## config.mk

```make
export PLATFORM = sky130hd
export DESIGN_NAME = pwmts_core
export DESIGN_NICKNAME = d
export VERILOG_FILES = /design/src/verilog/pwmts_pkg.sv /design/src/verilog/pwmts_core.sv
export SDC_FILE = /design/constraint.sdc
export NUM_CORES = 1
export LEC_CHECK = 0
export ABC_AREA = 1
export BUFFER_PORTS_ARGS = -buffer_cell sky130_fd_sc_hd__clkbuf_2
export CORE_ASPECT_RATIO = 0.75
export CORE_MARGIN = 4
export CORE_UTILIZATION = 39
export DETAILED_ROUTE_END_ITERATION = 10
export PLACE_DENSITY = 0.55
export SLEW_MARGIN = 20
export SYNTH_ARGS = -nofsm -noshare
export SYNTH_HDL_FRONTEND = slang
export SYNTH_SLANG_ARGS = --single-unit
```

## constraint.sdc

```tcl
create_clock -name clk_sys -period 5.9 [get_ports clk_sys]
set_input_delay 0.295 -clock clk_sys [delete_from_list [all_inputs] [get_ports clk_sys]]
set_output_delay 0.295 -clock clk_sys [all_outputs]
set_load 0.005 [all_outputs]
```

## src/verilog/pwmts_pkg.sv

```systemverilog
// Shared constants and types for the PWM trigger, sync and dead-time block.
// Assumes one 200 MHz system clock and a word-addressed register port.
package pwmts_pkg;
  // Register word addresses
  localparam logic [3:0] ADDR_CTRL = 4'h0;
  localparam logic [3:0] ADDR_PERIOD = 4'h1;
  localparam logic [3:0] ADDR_SAMPLE = 4'h2;
  localparam logic [3:0] ADDR_PHASE = 4'h3;
  localparam logic [3:0] ADDR_DTCCFG = 4'h4;
  localparam logic [3:0] ADDR_THRESH = 4'h5;
  localparam logic [3:0] ADDR_ADJ_A = 4'h6;
  localparam logic [3:0] ADDR_ADJ_B = 4'h7;
  localparam logic [3:0] ADDR_MON = 4'h8;
  localparam logic [3:0] ADDR_COUNT = 4'h9;
  // Control register fields
  localparam int CTRL_OS_LSB = 0;
  localparam int CTRL_DIV_LSB = 2;
  localparam int CTRL_SLAVE_BIT = 6;
  localparam int CTRL_SRC_LSB = 7;
  localparam int CTRL_MANUAL_BIT = 9;
  localparam int CTRL_W = 10;
  // Field positions of the dead-time config, threshold and monitor registers
  localparam int DTC_LEN_LSB = 8;
  localparam int THR_HI_LSB = 8;
  localparam int THR_STEP_LSB = 16;
  localparam int MON_B_LSB = 16;
  // Reset values
  localparam logic [CTRL_W-1:0] CTRL_RST = 10'h000;
  localparam logic [13:0] PERIOD_RST = 14'h03FF;
  localparam logic [13:0] SAMPLE_RST = 14'h0000;
  localparam logic [13:0] PHASE_RST = 14'h0000;
  localparam logic [7:0] BLANK_RST = 8'h04;
  localparam logic [7:0] LEN_RST = 8'h10;
  localparam logic [7:0] THR_LO_RST = 8'h02;
  localparam logic [7:0] THR_HI_RST = 8'h08;
  localparam logic [7:0] STEP_RST = 8'h01;
  // Dead-time detector states
  typedef enum logic [1:0] {
    ST_IDLE = 2'b00,
    ST_BLANK = 2'b01,
    ST_WIN = 2'b10
  } pwmts_dtc_st_t;
  // Register port request
  typedef struct packed {
    logic wr;
    logic rd;
    logic [3:0] addr;
    logic [31:0] wdata;
  } pwmts_bus_t;
  // Divider setting to divide count
  function automatic logic [7:0] div_count(input logic [3:0] s);
    unique case (s)
      4'h0, 4'h1: div_count = 8'h00;
      4'h2: div_count = 8'h01;
      4'h3: div_count = 8'h03;
      4'h4: div_count = 8'h07;
      4'h5: div_count = 8'h0F;
      4'h6: div_count = 8'h1F;
      4'h7: div_count = 8'h2F;
      4'h8: div_count = 8'h3F;
      4'h9: div_count = 8'h4F;
      4'hA: div_count = 8'h5F;
      4'hB: div_count = 8'h7F;
      4'hC: div_count = 8'h9F;
      4'hD: div_count = 8'hBF;
      4'hE: div_count = 8'hDF;
      4'hF: div_count = 8'hFF;
    endcase
  endfunction : div_count
endpackage : pwmts_pkg

```

## src/verilog/pwmts_core.sv

```systemverilog
// One PWM channel's trigger, interrupt, sync chain and dead-time logic.
// Assumes rectifier PWM and sync sources come from logic on clk_sys.
// Notes on behaviour
// - Oversampling code 00 gives one sample trigger per period at count.
// - Codes 01, 10, 11 give two, four, eight triggers per period.
// - Extra triggers are spaced by period divided by the factor.
// - A processor interrupt is derived from the programmed period.
// - The period interrupt passes a divider, count up to 255.
// - Settings 1..15 map to the listed counts; fires every count+1.
// - The divided interrupt also starts the general converter.
// - Channels chain; slave enable and source select pick the master.
// - Equal edge settings on synced channels differ only by phase.
// - A detection window opens after a rectifier PWM falling edge seen while the detector is idle.
// - Window starts after a blanking delay, lasts a programmed length.
// - A capture timer counts sense-asserted time inside the window.
// - One cycle's measurement moves the next cycle's turn-off edge.
// - The two edge adjustments are signed accumulators reset to zero.
// - In automatic mode, each cycle each accumulator adds its signed step.
// - Automatic mode picks the step by comparing against thresholds.
// - Manual mode freezes updates; firmware writes the accumulators.
// - The selected sync input, when slave enable is set, resets the ramp counter.
// - Sync output fires when the counter meets the phase trigger.
// - A sample trigger fires when the trigger count equals the counter.
//
// Chosen here: the address map and the plain strobed port.
`timescale 1ns/1ps
module pwmts_core import pwmts_pkg::*; #(
  parameter int CW = 14, // Ramp counter width
  parameter int AW = 16, // Accumulator width
  parameter int MW = 12 // Capture timer width
) (
  input wire logic clk_sys, // 200 MHz clock
  input wire logic reset, // Synchronous, active high
  input wire pwmts_bus_t bus, // Register request
  output logic [31:0] bus_rdata, // Read data, cycle after read
  input wire logic [3:0] sync_src_in, // Sync pulses of channels 0..3
  input wire logic rectifier_pwm_0, // Rectifier PWM A
  input wire logic rectifier_pwm_1, // Rectifier PWM B
  input wire logic conduction_sense_0, // Diode sense A, async pin
  input wire logic conduction_sense_1, // Diode sense B, async pin
  output logic sample_trig, // Error converter trigger pulse
  output logic sync_out, // Sync pulse to next channel
  output logic period_irq, // Divided period interrupt pulse
  output logic conv_start, // General converter start pulse
  output logic signed [AW-1:0] edge_adjust_acc_a, // Turn-off shift A
  output logic signed [AW-1:0] edge_adjust_acc_b // Turn-off shift B
);
  // Elaboration check on widths
  if (CW < 8 || CW > 16 || AW < 9 || MW < 8 || MW > 16) begin : g_chk
    $error("pwmts_core: unsupported width parameter");
  end
  logic [CTRL_W-1:0] ctrl;
  logic [CW-1:0] period, samp, phase, cnt;
  logic [7:0] blank, wlen, thr_lo, thr_hi, step;
  logic [1:0] os, src;
  logic slave_en, manual, sync_hit, pend, pb;
  logic [3:0] div_set;
  logic [7:0] div_cnt, div_lim;
  assign os = ctrl[CTRL_OS_LSB +: 2];
  assign div_set = ctrl[CTRL_DIV_LSB +: 4];
  assign slave_en = ctrl[CTRL_SLAVE_BIT];
  assign src = ctrl[CTRL_SRC_LSB +: 2];
  assign manual = ctrl[CTRL_MANUAL_BIT];
  assign div_lim = div_count(div_set);
  // Configuration register writes
  always_ff @(posedge clk_sys) begin
    if (reset) begin
      ctrl <= CTRL_RST;
      period <= CW'(PERIOD_RST);
      samp <= CW'(SAMPLE_RST);
      phase <= CW'(PHASE_RST);
      blank <= BLANK_RST;
      wlen <= LEN_RST;
      thr_lo <= THR_LO_RST;
      thr_hi <= THR_HI_RST;
      step <= STEP_RST;
    end else if (bus.wr) begin
      unique case (bus.addr)
        ADDR_CTRL: ctrl <= bus.wdata[CTRL_W-1:0];
        ADDR_PERIOD: period <= bus.wdata[CW-1:0];
        ADDR_SAMPLE: samp <= bus.wdata[CW-1:0];
        ADDR_PHASE: phase <= bus.wdata[CW-1:0];
        ADDR_DTCCFG: begin
          blank <= bus.wdata[7:0];
          wlen <= bus.wdata[DTC_LEN_LSB +: 8];
        end
        ADDR_THRESH: begin
          thr_lo <= bus.wdata[7:0];
          thr_hi <= bus.wdata[THR_HI_LSB +: 8];
          step <= bus.wdata[THR_STEP_LSB +: 8];
        end
        default: ;
      endcase
    end
  end
  // Ramp counter with sync restart
  assign sync_hit = slave_en && sync_src_in[src];
  assign pend = (cnt >= period);
  assign pb = pend || sync_hit;
  always_ff @(posedge clk_sys) begin
    if (reset) begin
      cnt <= '0;
    end else if (sync_hit || pend) begin
      cnt <= '0;
    end else begin
      cnt <= cnt + CW'(1);
    end
  end
  // Sync output at the phase trigger
  always_ff @(posedge clk_sys) begin
    if (reset) begin
      sync_out <= 1'b0;
    end else begin
      sync_out <= (cnt == phase);
    end
  end
  // Sample triggers with oversampling
  logic [CW:0] os_step, sc;
  logic [3:0] osn;
  logic [2:0] left;
  logic fire_first, fire_extra;
  assign os_step = ({1'b0, period} + (CW+1)'(1)) >> os;
  assign osn = 4'h1 << os;
  assign fire_first = (cnt == samp);
  assign fire_extra = (left != 3'h0) && (sc == '0);
  always_ff @(posedge clk_sys) begin
    if (reset) begin
      sc <= '0;
      left <= 3'h0;
      sample_trig <= 1'b0;
    end else begin
      sample_trig <= fire_first || fire_extra;
      if (fire_first) begin
        left <= 3'(osn - 4'h1);
        sc <= os_step - (CW+1)'(1);
      end else if (left != 3'h0) begin
        if (sc == '0) begin
          left <= left - 3'h1;
          sc <= os_step - (CW+1)'(1);
        end else begin
          sc <= sc - (CW+1)'(1);
        end
      end
    end
  end
  // Period interrupt divider
  always_ff @(posedge clk_sys) begin
    if (reset) begin
      div_cnt <= 8'h00;
      period_irq <= 1'b0;
      conv_start <= 1'b0;
    end else begin
      period_irq <= 1'b0;
      conv_start <= 1'b0;
      if (bus.wr && bus.addr == ADDR_CTRL) begin
        div_cnt <= 8'h00;
      end else if (pb) begin
        if (div_cnt >= div_lim) begin
          div_cnt <= 8'h00;
          period_irq <= 1'b1;
          conv_start <= 1'b1;
        end else begin
          div_cnt <= div_cnt + 8'h01;
        end
      end
    end
  end
  // Sense pin synchronisers, change taken when stages two and three agree
  logic [1:0] s1, s2, s3, sense;
  always_ff @(posedge clk_sys) begin
    if (reset) begin
      s1 <= 2'b00;
      s2 <= 2'b00;
      s3 <= 2'b00;
      sense <= 2'b00;
    end else begin
      s1 <= {conduction_sense_1, conduction_sense_0};
      s2 <= s1;
      s3 <= s2;
      for (int i = 0; i < 2; i++) begin
        if (s2[i] == s3[i]) begin
          sense[i] <= s3[i];
        end
      end
    end
  end
  // Detection window and capture timer per rectifier output
  pwmts_dtc_st_t st [2];
  logic [7:0] bt [2];
  logic [MW-1:0] meas [2];
  logic [1:0] pwm, pwm_q, fall, done;
  assign pwm = {rectifier_pwm_1, rectifier_pwm_0};
  assign fall = pwm_q & ~pwm;
  always_ff @(posedge clk_sys) begin
    if (reset) begin
      pwm_q <= 2'b00;
      done <= 2'b00;
      for (int i = 0; i < 2; i++) begin
        st[i] <= ST_IDLE;
        bt[i] <= 8'h00;
        meas[i] <= '0;
      end
    end else begin
      pwm_q <= pwm;
      done <= 2'b00;
      for (int i = 0; i < 2; i++) begin
        unique case (st[i])
          ST_IDLE: if (fall[i]) begin
            st[i] <= ST_BLANK;
            bt[i] <= blank;
          end
          ST_BLANK: if (bt[i] == 8'h00) begin
            st[i] <= ST_WIN;
            bt[i] <= wlen;
            meas[i] <= '0;
          end else begin
            bt[i] <= bt[i] - 8'h01;
          end
          ST_WIN: begin
            if (sense[i] && meas[i] != '1) begin
              meas[i] <= meas[i] + MW'(1);
            end
            if (bt[i] == 8'h00) begin
              st[i] <= ST_IDLE;
              done[i] <= 1'b1;
            end else begin
              bt[i] <= bt[i] - 8'h01;
            end
          end
          default: st[i] <= ST_IDLE;
        endcase
      end
    end
  end
  // Signed step chosen from the measurement
  function automatic logic signed [AW-1:0] delta(input logic [MW-1:0] m,
      input logic [7:0] lo, input logic [7:0] hi, input logic [7:0] s);
    logic signed [AW-1:0] sx;
    sx = AW'(signed'({1'b0, s}));
    if (m > MW'(hi)) delta = sx;
    else if (m < MW'(lo)) delta = -sx;
    else delta = '0;
  endfunction : delta
  // Edge adjustment accumulators
  logic signed [AW-1:0] acc [2];
  logic [1:0] adj_wr;
  assign adj_wr = {bus.wr && bus.addr == ADDR_ADJ_B,
                   bus.wr && bus.addr == ADDR_ADJ_A};
  always_ff @(posedge clk_sys) begin
    if (reset) begin
      acc[0] <= '0;
      acc[1] <= '0;
    end else begin
      for (int i = 0; i < 2; i++) begin
        if (manual) begin
          if (adj_wr[i]) begin
            acc[i] <= bus.wdata[AW-1:0];
          end
        end else if (done[i]) begin
          acc[i] <= acc[i] + delta(meas[i], thr_lo, thr_hi, step);
        end
      end
    end
  end
  assign edge_adjust_acc_a = acc[0];
  assign edge_adjust_acc_b = acc[1];
  // Register read port
  always_ff @(posedge clk_sys) begin
    if (reset) begin
      bus_rdata <= 32'h0000_0000;
    end else if (bus.rd) begin
      unique case (bus.addr)
        ADDR_CTRL: bus_rdata <= 32'(ctrl);
        ADDR_PERIOD: bus_rdata <= 32'(period);
        ADDR_SAMPLE: bus_rdata <= 32'(samp);
        ADDR_PHASE: bus_rdata <= 32'(phase);
        ADDR_DTCCFG: bus_rdata <= 32'({wlen, blank});
        ADDR_THRESH: bus_rdata <= 32'({step, thr_hi, thr_lo});
        ADDR_ADJ_A: bus_rdata <= 32'(unsigned'(acc[0]));
        ADDR_ADJ_B: bus_rdata <= 32'(unsigned'(acc[1]));
        ADDR_MON: bus_rdata <= (32'(meas[1]) << MON_B_LSB) | 32'(meas[0]);
        ADDR_COUNT: bus_rdata <= 32'(cnt);
        default: bus_rdata <= 32'h0000_0000;
      endcase
    end else begin
      bus_rdata <= 32'h0000_0000;
    end
  end
  property p_trig_pos;
    @(posedge clk_sys) disable iff (reset) cnt == samp |=> sample_trig;
  endproperty
  a_trig_pos: assert property (p_trig_pos) else $error("no trigger");
  property p_os_single;
    @(posedge clk_sys) disable iff (reset)
      sample_trig && $past(os) == 2'b00 && $past(left) == 3'h0
      |-> $past(cnt) == $past(samp);
  endproperty
  a_os_single: assert property (p_os_single) else $error("extra trig");
  property p_irq_div;
    @(posedge clk_sys) disable iff (reset)
      period_irq |-> $past(pb) && $past(div_cnt) == $past(div_lim);
  endproperty
  a_irq_div: assert property (p_irq_div) else $error("bad divide");
  property p_conv;
    @(posedge clk_sys) disable iff (reset) period_irq == conv_start;
  endproperty
  a_conv: assert property (p_conv) else $error("start mismatch");
  property p_sync_rst;
    @(posedge clk_sys) disable iff (reset) sync_hit |=> cnt == '0;
  endproperty
  a_sync_rst: assert property (p_sync_rst) else $error("no restart");
  property p_sync_out;
    @(posedge clk_sys) disable iff (reset) cnt == phase |=> sync_out;
  endproperty
  a_sync_out: assert property (p_sync_out) else $error("no sync");
  property p_fall;
    @(posedge clk_sys) disable iff (reset)
      fall[0] && st[0] == ST_IDLE
      |=> st[0] == ST_BLANK && bt[0] == $past(blank);
  endproperty
  a_fall: assert property (p_fall) else $error("no window");
  property p_win_clr;
    @(posedge clk_sys) disable iff (reset)
      st[0] == ST_BLANK && bt[0] == 8'h00 |=> st[0] == ST_WIN && meas[0] == '0;
  endproperty
  a_win_clr: assert property (p_win_clr) else $error("no clear");
  property p_acc_up;
    @(posedge clk_sys) disable iff (reset)
      done[0] && !manual && meas[0] > MW'(thr_hi)
      |=> acc[0] == $past(acc[0]) + AW'(signed'({1'b0, $past(step)}));
  endproperty
  a_acc_up: assert property (p_acc_up) else $error("bad step");
  property p_manual;
    @(posedge clk_sys) disable iff (reset)
      manual && !adj_wr[1] |=> $stable(acc[1]);
  endproperty
  a_manual: assert property (p_manual) else $error("acc moved");
endmodule : pwmts_core

```

==> results.yml <==
status:
  status: "complete, no violations"
logic_synthesis:
  synth.distinct_cells: 65
  yosysWarnings: 0
  async_flop_share_pct: 0
  synth_edf_count: 75
  syn_inst: 2156
  syn_avg_cell_area_sq_um: 7.47
  ys_ff_latch: 259
  yosysSeqAreaShare_pct: 36.8
  dominantRegCellSynth: "dfxtp_1"
  synthesis.area_sq_um: 16100
min_path:
  holdCritPathClass: "in2reg"
  whs_path_depth: 3
critical_path:
  end_kind: "register"
  critPathSlowestCell: "nand3_1"
  cpPeakStageDelay_ns: 0.54
  cp.arrival_ns: 4.96
  critical_path_class: "reg2reg"
  r2r.worst_path.cells: 17
  required_ns: 6.22
  cpLargestDelayFamily: "compound AO/OA/AOI/OAI gates"
  crit_fanout: 13
  startpoint_type: "register"
  critical_path_buf_inv_count: 0
  crit_cells: 17
  path_cells: "ha_1 > a21o_1 > a311oi_1 > nand3_1 > o22ai_1 > ha_1 > a21oi_1 > nand2_1 > nand2_1 > nand2_1 > a21boi_0 > o21ai_0 > nand2_1 > nand3b_1 > a21o_1 > nand3_1 > nand2_1"
  cpMostUsedCell: "nand2_1"
clock_network:
  cts-resized-gates: 0
  insertion_delay_ns: 0.58
  cts_setup_buffers: 0
  clkSinkCount: 259
  cts_buffers: 29
  cts.clk_slew.worst_paths_ns: 0.06
  cts_root_buffer: "clkbuf_16"
  cts_buffer_depth: 3
  htree_levels: 1
  cts_hold_buf: 8
  cts_tree: "done"
job:
  drv_cap: 0
placed_design:
  place_hpwl_microns: 41300
  placed_area_sq_um: 17100
  place.gp.congestion: 0.984
  io_buffers: 103
die:
  start_util_pct: 39.5
  die_w_microns: 243
  num_rows: 64
  fp.dieH_microns: 184
  die_area_sq_um: 44700
  core_sq_um: 40800
  pin_count: 116
sta:
  rsz0062_at_grt: "no"
  tightest_slew_ns: 1.15
  hold_viol_final: 0
  fin_crit_sh_pct: 78.5
  finalCriticalPeriod_ns: 4.63
  tns_ns: 0
  relSlewSlack_pct: 23.2
  setup_violations: 0
  maxSlewViolCount: 0
  skew_ns: 0.00891
  max_freq_ghz: 0.216
global_route:
  gr-total-overflow: 0
  grt_first_pass_wirelength_microns: 82900
  grt_max_degree: 57
  antenna_found_initial: 1
  grtUsageMet1_pct: 34.9
  grt_use_met2_pct: 33.9
  grt_usage_pct: 23.5
  grt_pass1_vias: 14300
  use_met3_pct: 5.57
  grt-busiest-layer: "met1"
power_and_ir_drop:
  power.total_mw: 4.87
  powerDensity_nw_per_um2: 269
  peakVddDrop_v: 0.000200
  power.leakage_nw: 7.90
detailed_routing:
  routed_wl_microns: 54000
  via_count: 15400
  antenna_left: 0
  drcViolationCount: 0
  vias_per_cell: 5.53
  wl_per_cell_microns: 19.3
  first_pass_iters: 7
  drt_iter0_markers: 1401
final_layout:
  nets: 2390
  final_common_cell: "nand2_1"
  final_cell_mix: "nand2_1, inv_1, a21oi_1"
  layout-drive-gt1-share_pct: 10.5
  syn_to_final_growth_pct: 12.6
  design_area_sq_um: 18100
  n_antenna_cell: 0
  finish.utilization_pct: 44.5
## worst register-to-register path, delay by kind of cell, from the launching register on
family | cells | cell delay, ns
DFF | 1 | 0.51
adders and majority gates | 2 | 0.66
AOI/OAI and AO/OA | 7 | 1.96
and+or+nand+nor | 8 | 1.27
## routing by layer
metal | up-vias | wire length (microns)
met2 | 551 | 21600
met3 | 85 | 4450
met5 | - | 0
met1 | 7228 | 26400
li1 | 7557 | -
met4 | 0 | 1540
## power by group
part	internal, mW	switching, mW
Combinational	0.308	0.610
Sequential	1.94	0.102
Clock	1.13	0.782
## cell type report
| cell class | count | area (sq um) |
|---|---|---|
| clock inverters | 11 | 163 |
| clock buffers | 43 | 818 |
| well taps | 528 | 661 |
| inverters | 293 | 1100 |
| multi-input cells | 1537 | 8790 |
| repair buffers | 120 | 663 |
| fillers | 4071 | 22600 |
| flip-flops and latches | 259 | 5940 |
## registers in the layout, summed over array words and instances (netlist names), 3 cells and up
signal,cells
acc,32
blank,8
bt,16
bus_rdata,28
cnt,14
ctrl,10
div_cnt,8
div_lim,8
left,3
meas,24
period,14
phase,14
samp,14
sc,15
st,4
step,8
thr_hi,8
thr_lo,8
wlen,8
## kinds of logic (layout without fill, tap and decap cells)
family / Yosys count / count (layout) / share of synthesized area (%)
AND/OR/NAND/NOR: 835 / 835 / 23.8
adder cells (fa/ha/maj): 102 / 102 / 8.02
flip-flops: 259 / 259 / 36.8
AO/OA/AOI/OAI: 540 / 540 / 19.5
buffers and inverters: 363 / 467 / 8.76
XOR/XNOR: 56 / 56 / 3.04
other: 1 / 4 / 0.0233
## cells in the mapped netlist (all sizes together) (2+ instances only)
cell | n | area (sq um)
a21boi | 3 | 22.5
or2 | 7 | 43.8
buf | 25 | 139
edfxtp | 75 | 2250
a32o | 2 | 20.0
a21oi | 200 | 1020
fa | 2 | 40.0
o21bai | 6 | 45.0
xor2 | 38 | 333
nand4 | 29 | 181
a21o | 7 | 52.6
xnor2 | 18 | 158
nand3 | 134 | 731
inv | 287 | 1080
nor3b | 10 | 75.1
nor4 | 9 | 62.6
nand3b | 6 | 45.0
o41ai | 4 | 35.0
o21a | 3 | 22.5
nand2 | 376 | 1460
a221oi | 24 | 210
o31ai | 5 | 37.5
clkinv | 6 | 23.8
o2111ai | 12 | 105
a211oi | 8 | 60.1
ha | 100 | 1250
nor3 | 47 | 262
o32ai | 3 | 26.3
nor2 | 212 | 940
or3 | 2 | 12.5
a31oi | 15 | 93.8
and2 | 2 | 15.0
o22ai | 55 | 344
a311oi | 3 | 26.3
o211ai | 15 | 113
dfxtp | 184 | 3680
clkbuf | 45 | 171
o21ai | 170 | 855
## stage by stage
step                      setup WS, ns  hold WS [ns]  cells
after global routing             0.830        0.0303   2791
after CTS                         1.37       0.00129   2791
after global placement            1.44         0.403   2729
after floorplan                   2.27         0.388   2159
after detailed placement          1.38         0.399   2729
final                             1.27        0.0183   2791
## path summary, 6_finish.rpt
check                                 from                   end  slack (ns)
hold / removal                     bus[17]  step[1]$_SDFFE_PP0P_        0.02
setup reg to reg  meas[1][7]$_SDFFCE_PN0P_  acc[1][15]$_DFFE_PP_        1.27
setup / recovery  meas[1][7]$_SDFFCE_PN0P_  acc[1][15]$_DFFE_PP_        1.27
hold reg to reg           s1[1]$_SDFF_PP0_      s2[1]$_SDFF_PP0_        0.41
Power figures use the tool's default switching activity.
